===== src/rtl/ext_move_pkg.sv =====
package ext_move_pkg;

  // ----------------------------------------------------------------
  // opcode bytes
  // ----------------------------------------------------------------
  localparam logic [7:0] ESC_PREFIX    = 8'hA5;
  localparam logic [7:0] OPC_LD_BYTE   = 8'h7E;
  localparam logic [7:0] OPC_LD_WORD   = 8'h0B;
  localparam logic [7:0] OPC_ST_DIR    = 8'h7A;
  localparam logic [7:0] OPC_ST_DISP   = 8'h79;
  localparam logic [7:0] OPC_BIT_EXT   = 8'hA9;
  localparam logic [7:0] OPC_TPTR_LD   = 8'h90;
  localparam logic [7:0] OPC_CODE_PC   = 8'h83;
  localparam logic [7:0] OPC_CODE_TP   = 8'h93;

  // ----------------------------------------------------------------
  // sub-codes in the operand bytes
  // ----------------------------------------------------------------
  localparam logic [3:0] SUB_BYTE_DW   = 4'hB;
  localparam logic [3:0] SUB_WORD_DW   = 4'hA;
  localparam logic [3:0] SUB_WORD_WW   = 4'h8;
  localparam logic [3:0] SUB_DWORD_DIR = 4'hD;
  localparam logic [3:0] SUB_ZERO      = 4'h0;
  localparam logic [4:0] SUB_CY_TO_BIT = 5'h12;
  localparam logic [4:0] SUB_BIT_TO_CY = 5'h14;

  // ----------------------------------------------------------------
  // port register byte addresses
  // ----------------------------------------------------------------
  localparam logic [7:0] PORT0_ADDR    = 8'h80;
  localparam logic [7:0] PORT1_ADDR    = 8'h90;
  localparam logic [7:0] PORT2_ADDR    = 8'hA0;
  localparam logic [7:0] PORT3_ADDR    = 8'hB0;

  // ----------------------------------------------------------------
  // state counts in native mode, and the additions
  // ----------------------------------------------------------------
  localparam logic [3:0] CNT_LD_BYTE_DW   = 4'h3;
  localparam logic [3:0] CNT_LD_WORD_DW   = 4'h4;
  localparam logic [3:0] CNT_LD_WORD_WW   = 4'h3;
  localparam logic [3:0] CNT_ST_DWORD_DIR = 4'h6;
  localparam logic [3:0] CNT_ST_WORD_DISP = 4'h7;
  localparam logic [3:0] CNT_CARRY_TO_BIT = 4'h3;
  localparam logic [3:0] CNT_BIT_TO_CARRY = 4'h2;
  localparam logic [3:0] CNT_LOAD_TPTR    = 4'h2;
  localparam logic [3:0] CNT_CODE         = 4'h6;
  localparam logic [3:0] CNT_ONE          = 4'h1;
  localparam logic [3:0] CNT_PREFIX_ADD   = 4'h1;
  localparam logic [3:0] CNT_PORT_ADD     = 4'h1;
  localparam logic [3:0] CNT_PORT_BIT_ADD = 4'h2;

  localparam logic [15:0] PC_RESET = 16'h0000;
  localparam logic [15:0] PC_STEP  = 16'h0001;

  typedef enum logic [3:0] {
    OP_NONE         = 4'h0,
    OP_LD_BYTE_DW   = 4'h1,
    OP_LD_WORD_DW   = 4'h2,
    OP_LD_WORD_WW   = 4'h3,
    OP_ST_DWORD_DIR = 4'h4,
    OP_ST_WORD_DISP = 4'h5,
    OP_CARRY_TO_BIT = 4'h6,
    OP_BIT_TO_CARRY = 4'h7,
    OP_LOAD_TPTR    = 4'h8,
    OP_CODE_PC      = 4'h9,
    OP_CODE_TP      = 4'hA
  } op_kind_t;

  typedef enum logic [2:0] {
    ST_OP     = 3'b000,
    ST_OPND   = 3'b001,
    ST_DECODE = 3'b010,
    ST_EXEC   = 3'b011
  } dec_state_t;

  function automatic logic is_port(input logic [7:0] addr);
    is_port = (addr == PORT0_ADDR) || (addr == PORT1_ADDR) ||
              (addr == PORT2_ADDR) || (addr == PORT3_ADDR);
  endfunction : is_port

endpackage : ext_move_pkg


===== src/rtl/exec_timer.sv =====
`timescale 1ns/100ps
module exec_timer import ext_move_pkg::*; (
  input  wire logic       clk,
  input  wire logic       rst,
  input  wire logic       start,
  input  wire logic [3:0] count,
  output logic            busy,
  output logic            last
);

  logic [3:0] cnt_r;
  logic [3:0] cnt_nxt;

  assign busy    = (cnt_r != SUB_ZERO);
  assign last    = (cnt_r == CNT_ONE);
  assign cnt_nxt = start ? count : (busy ? cnt_r - CNT_ONE : cnt_r);

  always_ff @(posedge clk or posedge rst) begin
    if (rst) cnt_r <= SUB_ZERO;
    else     cnt_r <= cnt_nxt;
  end
endmodule : exec_timer


===== src/rtl/addr_adder.sv =====
`timescale 1ns/100ps
module addr_adder (
  input  wire logic [23:0] base,
  input  wire logic [15:0] offset,
  output logic      [23:0] sum
);

  assign sum = base + {8'h00, offset};

endmodule : addr_adder


===== src/rtl/extended_move_decode.sv =====
// Summary of operation
// - In compatibility mode the extended moves need the escape prefix, in native mode not.
// - Byte load through a dword pointer: 7E, ptr/B, dst/0; four or three states.
// - Word load through a dword pointer: 0B, ptr/A, dst/0; five or four states.
// - Word load through a word pointer: 0B, ptr/8, dst/0.
// - Dword store to an 8-bit direct address: 7A, reg/D, address; seven or six states.
// - Word store at dword pointer plus displacement: 79, ptr/src, disp high, disp low.
// - A bit move copies source bit to destination bit with the carry as one operand.
// - A bit move changes only its destination bit, or only the carry.
// - A carry-to-bit move into a port register adds two states.
// - A bit-to-carry move or direct store to a port register adds one state.
// - Carry-to-bit store decodes A9, 1001 0yyy, address; four or three bytes.
// - The pointer load puts the high constant byte high and the low byte low.
// - The pointer load is 90, high, low; three bytes, two states, no flags.
// - The code lookup reads program memory at accumulator plus 16-bit base.
// - With the program counter as base, it first advances to the next instruction.
// - With the table pointer as base, the pointer is left unchanged.
`timescale 1ns/100ps
module extended_move_decode import ext_move_pkg::*; (
  input  wire logic        clk,
  input  wire logic        rst,
  input  wire logic        native_mode,
  input  wire logic        fetch_valid,
  input  wire logic [7:0]  fetch_byte,
  output logic             fetch_ready,
  input  wire logic [7:0]  acc_value,
  input  wire logic [31:0] ptr_value,
  input  wire logic        bit_rd_data,
  input  wire logic [7:0]  code_data,
  output logic [15:0]      program_counter,
  output logic [3:0]       ptr_index,
  output logic             op_done,
  output op_kind_t         op_kind,
  output logic [3:0]       op_dst_idx,
  output logic [3:0]       op_src_idx,
  output logic [23:0]      op_addr,
  output logic [7:0]       bit_addr,
  output logic [2:0]       bit_pos,
  output logic             bit_wr_en,
  output logic             bit_wr_data,
  output logic             carry_flag,
  output logic             code_rd,
  output logic [15:0]      code_addr,
  output logic             acc_wr_en,
  output logic [7:0]       acc_wr_data,
  output logic [7:0]       table_pointer_high,
  output logic [7:0]       table_pointer_low,
  output logic             illegal_op
);

  // ----------------------------------------------------------------
  // decode helpers
  // ----------------------------------------------------------------
  function automatic logic [1:0] operand_len(input logic [7:0] opc);
    case (opc)
      OPC_ST_DISP: operand_len = 2'd3;
      OPC_LD_BYTE, OPC_LD_WORD, OPC_ST_DIR, OPC_BIT_EXT, OPC_TPTR_LD: operand_len = 2'd2;
      default:     operand_len = 2'd0;
    endcase
  endfunction : operand_len

  function automatic op_kind_t decode_kind(input logic [7:0] opc, input logic [7:0] b1,
                                           input logic [7:0] b2, input logic ext_ok,
                                           input logic plain_ok);
    decode_kind = OP_NONE;
    if (ext_ok) begin
      case (opc)
        OPC_LD_BYTE: if (b1[3:0] == SUB_BYTE_DW && b2[3:0] == SUB_ZERO) decode_kind = OP_LD_BYTE_DW;
        OPC_LD_WORD: begin
          if (b1[3:0] == SUB_WORD_DW && b2[3:0] == SUB_ZERO) decode_kind = OP_LD_WORD_DW;
          if (b1[3:0] == SUB_WORD_WW && b2[3:0] == SUB_ZERO) decode_kind = OP_LD_WORD_WW;
        end
        OPC_ST_DIR:  if (b1[3:0] == SUB_DWORD_DIR) decode_kind = OP_ST_DWORD_DIR;
        OPC_ST_DISP: decode_kind = OP_ST_WORD_DISP;
        OPC_BIT_EXT: begin
          if (b1[7:3] == SUB_CY_TO_BIT) decode_kind = OP_CARRY_TO_BIT;
          if (b1[7:3] == SUB_BIT_TO_CY) decode_kind = OP_BIT_TO_CARRY;
        end
        default: decode_kind = OP_NONE;
      endcase
    end
    if (plain_ok) begin
      case (opc)
        OPC_TPTR_LD: decode_kind = OP_LOAD_TPTR;
        OPC_CODE_PC: decode_kind = OP_CODE_PC;
        OPC_CODE_TP: decode_kind = OP_CODE_TP;
        default:     ;
      endcase
    end
  endfunction : decode_kind

  function automatic logic [3:0] state_count(input op_kind_t k, input logic compat,
                                             input logic port);
    logic [3:0] pre;
    pre = compat ? CNT_PREFIX_ADD : SUB_ZERO;
    case (k)
      OP_LD_BYTE_DW:   state_count = CNT_LD_BYTE_DW + pre;
      OP_LD_WORD_DW:   state_count = CNT_LD_WORD_DW + pre;
      OP_LD_WORD_WW:   state_count = CNT_LD_WORD_WW + pre;
      OP_ST_DWORD_DIR: state_count = CNT_ST_DWORD_DIR + pre + (port ? CNT_PORT_ADD : SUB_ZERO);
      OP_ST_WORD_DISP: state_count = CNT_ST_WORD_DISP + pre;
      OP_CARRY_TO_BIT: state_count = CNT_CARRY_TO_BIT + pre + (port ? CNT_PORT_BIT_ADD : SUB_ZERO);
      OP_BIT_TO_CARRY: state_count = CNT_BIT_TO_CARRY + pre + (port ? CNT_PORT_ADD : SUB_ZERO);
      OP_LOAD_TPTR:    state_count = CNT_LOAD_TPTR;
      OP_CODE_PC,
      OP_CODE_TP:      state_count = CNT_CODE;
      default:         state_count = SUB_ZERO;
    endcase
  endfunction : state_count

  // ----------------------------------------------------------------
  // state and byte capture
  // ----------------------------------------------------------------
  dec_state_t      state_r, state_nxt;
  logic [7:0]      opc_r;
  logic [2:0][7:0] opnd_r;
  logic [1:0]      idx_r, need_r;
  logic            esc_r, first_r;
  logic [15:0]     pc_r, tp_r;
  logic            carry_r;
  op_kind_t        kind_w;
  logic [3:0]      count_w;
  logic            accept, ext_ok, plain_ok, port_w, start_w, t_busy, t_last;
  logic [23:0]     base_w, sum_w;
  logic [15:0]     off_w;

  assign accept   = fetch_valid && fetch_ready;
  assign fetch_ready = (state_r == ST_OP || state_r == ST_OPND);
  assign ext_ok   = native_mode ? !esc_r : esc_r;
  assign plain_ok = !esc_r;
  assign port_w   = is_port(opnd_r[1]);
  assign kind_w   = decode_kind(opc_r, opnd_r[0], opnd_r[1], ext_ok, plain_ok);
  assign count_w  = state_count(kind_w, !native_mode, port_w);
  assign start_w  = (state_r == ST_DECODE) && (kind_w != OP_NONE);
  assign ptr_index = opnd_r[0][7:4];
  assign program_counter = pc_r;
  assign carry_flag = carry_r;
  assign table_pointer_high = tp_r[15:8];
  assign table_pointer_low  = tp_r[7:0];

  always_comb begin
    state_nxt = state_r;
    case (state_r)
      ST_OP:     if (accept && !(fetch_byte == ESC_PREFIX && !esc_r))
                   state_nxt = (operand_len(fetch_byte) == 2'd0) ? ST_DECODE : ST_OPND;
      ST_OPND:   if (accept && (idx_r + 2'd1) == need_r) state_nxt = ST_DECODE;
      ST_DECODE: state_nxt = start_w ? ST_EXEC : ST_OP;
      ST_EXEC:   if (t_last) state_nxt = ST_OP;
      default:   state_nxt = ST_OP;
    endcase
  end

  always_ff @(posedge clk or posedge rst) begin
    if (rst) begin
      state_r <= ST_OP;
      esc_r   <= 1'b0;
      opc_r   <= 8'h00;
      opnd_r  <= '0;
      idx_r   <= 2'd0;
      need_r  <= 2'd0;
      pc_r    <= PC_RESET;
    end else begin
      state_r <= state_nxt;
      if (accept) pc_r <= pc_r + PC_STEP;
      if (accept && state_r == ST_OP) begin
        if (fetch_byte == ESC_PREFIX && !esc_r) begin
          esc_r <= 1'b1;
        end else begin
          opc_r  <= fetch_byte;
          need_r <= operand_len(fetch_byte);
          idx_r  <= 2'd0;
        end
      end
      if (accept && state_r == ST_OPND) begin
        opnd_r[idx_r] <= fetch_byte;
        idx_r         <= idx_r + 2'd1;
      end
      if (state_nxt == ST_OP && state_r != ST_OP) esc_r <= 1'b0;
    end
  end

  exec_timer u_timer (
    .clk   (clk),
    .rst   (rst),
    .start (start_w),
    .count (count_w),
    .busy  (t_busy),
    .last  (t_last)
  );

  // ----------------------------------------------------------------
  // address forming
  // ----------------------------------------------------------------
  always_comb begin
    case (op_kind)
      OP_LD_WORD_WW:   base_w = {8'h00, ptr_value[15:0]};
      OP_ST_DWORD_DIR: base_w = 24'h000000;
      OP_CODE_PC:      base_w = {8'h00, pc_r};
      OP_CODE_TP:      base_w = {8'h00, tp_r};
      default:         base_w = ptr_value[23:0];
    endcase
    case (op_kind)
      OP_ST_WORD_DISP: off_w = {opnd_r[1], opnd_r[2]};
      OP_ST_DWORD_DIR: off_w = {8'h00, opnd_r[1]};
      OP_CODE_PC,
      OP_CODE_TP:      off_w = {8'h00, acc_value};
      default:         off_w = 16'h0000;
    endcase
  end

  addr_adder u_adder (
    .base   (base_w),
    .offset (off_w),
    .sum    (sum_w)
  );

  // ----------------------------------------------------------------
  // execution effects
  // ----------------------------------------------------------------
  always_ff @(posedge clk or posedge rst) begin
    if (rst) begin
      op_kind     <= OP_NONE;
      op_dst_idx  <= 4'h0;
      op_src_idx  <= 4'h0;
      op_addr     <= 24'h000000;
      bit_addr    <= 8'h00;
      bit_pos     <= 3'h0;
      first_r     <= 1'b0;
      code_rd     <= 1'b0;
      code_addr   <= 16'h0000;
      illegal_op  <= 1'b0;
    end else begin
      first_r    <= start_w;
      code_rd    <= 1'b0;
      illegal_op <= (state_r == ST_DECODE) && !start_w;
      if (start_w) begin
        op_kind    <= kind_w;
        op_dst_idx <= opnd_r[1][7:4];
        op_src_idx <= (kind_w == OP_ST_WORD_DISP) ? opnd_r[0][3:0] : opnd_r[0][7:4];
        bit_addr   <= opnd_r[1];
        bit_pos    <= opnd_r[0][2:0];
      end
      if (first_r) begin
        op_addr   <= sum_w;
        code_addr <= sum_w[15:0];
        code_rd   <= (op_kind == OP_CODE_PC) || (op_kind == OP_CODE_TP);
      end
    end
  end

  always_ff @(posedge clk or posedge rst) begin
    if (rst) begin
      op_done     <= 1'b0;
      bit_wr_en   <= 1'b0;
      bit_wr_data <= 1'b0;
      acc_wr_en   <= 1'b0;
      acc_wr_data <= 8'h00;
      carry_r     <= 1'b0;
      tp_r        <= 16'h0000;
    end else begin
      op_done   <= t_last;
      bit_wr_en <= t_last && op_kind == OP_CARRY_TO_BIT;
      acc_wr_en <= t_last && (op_kind == OP_CODE_PC || op_kind == OP_CODE_TP);
      if (t_last) begin
        bit_wr_data <= carry_r;
        acc_wr_data <= code_data;
        if (op_kind == OP_BIT_TO_CARRY) carry_r <= bit_rd_data;
        if (op_kind == OP_LOAD_TPTR) tp_r <= {opnd_r[0], opnd_r[1]};
      end
    end
  end
endmodule : extended_move_decode


===== config.mk =====
export PLATFORM = sky130hd
export DESIGN_NAME = extended_move_decode
export DESIGN_NICKNAME = d
export VERILOG_FILES = /design/src/rtl/ext_move_pkg.sv /design/src/rtl/exec_timer.sv /design/src/rtl/addr_adder.sv /design/src/rtl/extended_move_decode.sv
export SDC_FILE = /design/constraint.sdc
export NUM_CORES = 1
export LEC_CHECK = 0
export BUFFER_PORTS_ARGS = -buffer_cell sky130_fd_sc_hd__buf_2
export CORE_ASPECT_RATIO = 1.1
export CORE_MARGIN = 2
export CORE_UTILIZATION = 55
export DETAILED_ROUTE_END_ITERATION = 8
export PLACE_DENSITY = 0.81
export SLEW_MARGIN = 20
export SYNTH_ARGS = -nofsm -noshare
export SYNTH_HDL_FRONTEND = slang
export SYNTH_SLANG_ARGS = --single-unit

===== constraint.sdc =====
create_clock -name clk -period 4.8 [get_ports clk]
set_clock_uncertainty 0.1 [all_clocks]
set_input_delay 0.48 -clock clk [delete_from_list [all_inputs] [get_ports clk]]
set_output_delay 0.48 -clock clk [all_outputs]
set_load 0.05 [all_outputs]

==> results.env <==
RUN_STATUS='completed'
LAYOUT-DRIVE-GT1-SHARE=0.324
FINAL.SETUP.TNS_NS=0
HOLD-WORST-SLACK_NS=0.146
LAYOUT.CELLS.MOST_COMMON='sky130_fd_sc_hd__buf_2'
LARGEST_NET_DEGREE_AT_THE_START_OF_GLOBAL_ROUTING=100
CLOCK_TREE_FROM_TRITONCTS='done'
SYNTH.DISTINCT_CELLS=69
WL_PER_CELL_UM=18.5
SYN_NETS=812
RSZ0062_AT_GRT='no'
FIRST_GLOBAL_VIAS=6112
FINISH_STAGE_SETUP_VIOLS=0
POST-ROUTE-MIN-PERIOD_NS=4.34
WORST_PATH_DOMINANT_CELL_FAMILY='simple AND/OR/NAND/NOR gates'
ENDPOINT_KIND='register'
FIN_NETS=960
AREA_GROWTH_SYN_TO_LAYOUT_PCT=20.6
TIMING.CRITICAL_PATH.FANOUT_MAX=11
SYNTH.CELL_AREA_MM2=0.00748
POWER.LEAKAGE_nW=4.66
DIE-AREA_MM2=0.0146
TIMING_MAX_TRANSITION_VIOLATIONS_FINAL=0
GRT.OVERFLOW.TOTAL=0
SYN_INST_COUNT=724
CTSHTREEMAXLEVEL=4
PORT-BUFFER-COUNT=167
FP-ROW-COUNT=44
CRITICAL-PATH-TOP-CELL-BY-COUNT='sky130_fd_sc_hd__inv_1'
CRITICALPATHCATEGORY='reg -> reg'
DESIGN_AREA_MM2=0.00902
SYNTH-MAIN-FF-CELL='sky130_fd_sc_hd__dfrtp_1'
CELLPOWERDENSITY_mW_PER_MM2=489
SETUP.WORST_PATH.START_CLASS='register'
CAP_VIOL_MAX_COUNT=0
DPL.HPWL_MM=14.1
TIMING.CRITICAL_PATH.CELLS='nor4bb_2 -> or2_2 -> nor2_2 -> a222oi_1 -> inv_1 -> ha_1 -> inv_1 -> fa_1 -> nor2b_1 -> o31a_1 -> a2111oi_0 -> buf_4 -> o31ai_1 -> nand2_1 -> xor2_1 -> mux2_2'
GRT_USAGE=0.279
GLOBALPLACE.CONGESTION=0.921
ACHIEVABLE-FREQUENCY_MHz=230
DR.PASS1.ITERS=8
POWER.IR.VDD_WORST_mV=0.226
PLACEABLECOREAREA_MM2=0.0133
YS_SEQ_AREA_FRAC=0.452
REQUIRED_NS=5.01
EDFF_COUNT_SYNTH=0
FINAL-HOLD-VIOLATION-COUNT=0
DIODES=0
WORST-R2R-SETUP-SLACK_NS=0.46
FINAL.SETUP.WORST_SLACK_NS=0.459
POSTCTSSETUPREPAIRBUFS=0
PLACEDINSTANCEAREA_MM2=0.00836
DP_SLACK_NS=0.415
CTS-ROOT-BUF='sky130_fd_sc_hd__clkbuf_16'
CTS_NUM_SINKS=135
WL_MM=19.8
CRITPATHMAXSTAGEDELAY_NS=0.54
SYNTH.AVG_CELL_AREA_UM2=10.3
CRITICAL_PATH_BUF_INV_COUNT=3
HOLD_REMOVAL_PATH_CLASS='in -> async'
CPMAXSTAGEDELAYCELL='sky130_fd_sc_hd__o31ai_1'
DRT_DRC_VIOLATIONS_LEFT=0
MAXSLEWHEADROOM=0.405
POST_DETAILED_ROUTE_VIA_TO_CELL_RATIO=5.81
CTS.REPAIR.RESIZED=0
WORST_R2R_PATH_DEPTH=16
GRT_PASS1_WL_MM=31.2
CTS_INSERTED_BUFFERS=17
WORST_SKEW_PAIR_LATENCY_NS=0.43
DETAIL_ROUTE.ITER0.VIOLATIONS=668
CTS_HOLD_BUFFERS=0
MAX_ROOT_SINK_BUFFERS=2
CLK_PIN_SLEW_NS=0.06
INITIAL_ANTENNA_VIOLATION_COUNT=0
SYNTH_ASYNC_SR_FLOP_SHARE=1.00
ANT_NETS=0
SYNTH_WARNINGS=0
ROUTE.VIAS.TOTAL=6202
FINAL_CELL_MIX='sky130_fd_sc_hd__buf_2, sky130_fd_sc_hd__dfrtp_1, sky130_fd_sc_hd__nand2_1, sky130_fd_sc_hd__mux2_2, sky130_fd_sc_hd__inv_1'
WORST_SLEW_PIN_SLEW_NS=0.893
FINAL_UTIL=0.680
REG2REG_FROM='op_kind[0]$_DFFE_PP0P_'
DIE_H_UM=126
CRIT_ARRIVAL_NS=4.55
SYNTH_SEQ_CELLS=135
R2R-END='op_addr[16]$_DFFE_PP0P_'
LAYOUT_WORST_PATH_CYCLE_SHARE=0.904
FLOORPLAN.IO_PINS=176
DIE_X_UM=115
INITIAL_UTILIZATION=0.564
state kept, by name, summed over array words and instances, names as in the netlist, 2 cells and up:
name,flops
op_addr,24
opnd_r,20
program_counter,16
tp_r,16
acc_wr_data,8
opc_r,8
bit_addr,4
op_dst_idx,4
op_kind,4
op_src_idx,4
ptr_index,4
u_timer.cnt_r,4
bit_pos,3
state_r,3
idx_r,2
need_r,2
synthesized netlist by cell type, types with 4 or more instances:
cell	n	area, um^2
sky130_fd_sc_hd__or2_2	4	25.0
sky130_fd_sc_hd__nor2_1	27	101
sky130_fd_sc_hd__ha_1	26	325
sky130_fd_sc_hd__nor4_1	4	25.0
sky130_fd_sc_hd__buf_4	25	188
sky130_fd_sc_hd__or3_1	5	31.3
sky130_fd_sc_hd__nand2_1	89	334
sky130_fd_sc_hd__a21o_1	7	52.6
sky130_fd_sc_hd__o21ai_1	5	25.0
sky130_fd_sc_hd__a22o_1	4	35.0
sky130_fd_sc_hd__nand2b_1	7	43.8
sky130_fd_sc_hd__a21oi_1	23	115
sky130_fd_sc_hd__o21a_1	4	30.0
sky130_fd_sc_hd__o31ai_1	4	30.0
sky130_fd_sc_hd__nand4_1	9	56.3
sky130_fd_sc_hd__nand3_1	12	60.1
sky130_fd_sc_hd__and3_1	11	68.8
sky130_fd_sc_hd__nand4b_1	4	35.0
sky130_fd_sc_hd__nor3_1	14	70.1
sky130_fd_sc_hd__o21ai_0	16	80.1
sky130_fd_sc_hd__o2bb2ai_1	8	70.1
sky130_fd_sc_hd__mux2_2	63	709
sky130_fd_sc_hd__nor4bb_1	4	40.0
sky130_fd_sc_hd__a222oi_1	24	240
sky130_fd_sc_hd__clkbuf_1	18	67.6
sky130_fd_sc_hd__nor2b_1	8	50.1
sky130_fd_sc_hd__nor3b_1	6	45.0
sky130_fd_sc_hd__xnor2_1	25	219
sky130_fd_sc_hd__and2_1	13	81.3
sky130_fd_sc_hd__dfrtp_1	135	3380
sky130_fd_sc_hd__xor2_1	14	123
sky130_fd_sc_hd__inv_1	44	165
sky130_fd_sc_hd__a211oi_1	6	45.0
sky130_fd_sc_hd__mux2i_1	7	70.1
power by group:
part | leakage [nW] | internal [W] | switching, W
clock network | 0.320 | 0.000969 | 0.000489
registers | 1.77 | 0.00135 | 0.000260
logic | 2.57 | 0.000401 | 0.000940
through the flow:
step / power (W) / cells
floorplan: 0.00263 / 724
global placement: 0.00293 / 1037
detailed placement: 0.00296 / 1037
CTS: 0.00443 / 1068
global route: 0.00458 / 1068
finish: 0.00441 / 1068
cell families (layout without fill, tap and decap cells):
family / after synthesis / count (layout) / synth area share
simple gates: 229 / 229 / 0.158
xor+xnor: 39 / 39 / 0.0457
compound gates: 130 / 130 / 0.134
fa+ha+maj: 27 / 27 / 0.0462
flops: 135 / 135 / 0.452
buf+inv: 92 / 252 / 0.0592
other cells: 1 / 1 / 0.000501
mux: 71 / 71 / 0.106
routing by layer:
layer / share of wire / GRT usage
met5: 0 / 0
met4: 0.026 / 0.111
met3: 0.068 / 0.0502
met2: 0.50 / 0.478
met1: 0.40 / 0.351
layout make-up:
class,instances,area [um^2]
tap,184,230
inverter,45,174
clock inverter,13,229
timing repair buffer,176,903
clock buffer,18,429
fill,1034,4240
multi-input combinational,497,3680
sequential,135,3380
worst max path at each step:
stage | from | endpoint | slack [ns] | depth (start not counted)
floorplan | op_kind[1]$_DFFE_PP0P_ | op_addr[16]$_DFFE_PP0P_ | 0.37 | 18
global placement | op_kind[0]$_DFFE_PP0P_ | op_addr[16]$_DFFE_PP0P_ | 0.49 | 16
detailed placement | op_kind[0]$_DFFE_PP0P_ | op_addr[16]$_DFFE_PP0P_ | 0.41 | 16
CTS | op_kind[0]$_DFFE_PP0P_ | op_addr[16]$_DFFE_PP0P_ | 0.37 | 16
global route | op_kind[1]$_DFFE_PP0P_ | op_addr[16]$_DFFE_PP0P_ | 0.16 | 15
finish | op_kind[0]$_DFFE_PP0P_ | op_addr[16]$_DFFE_PP0P_ | 0.46 | 16
Power figures use the tool's default switching activity.
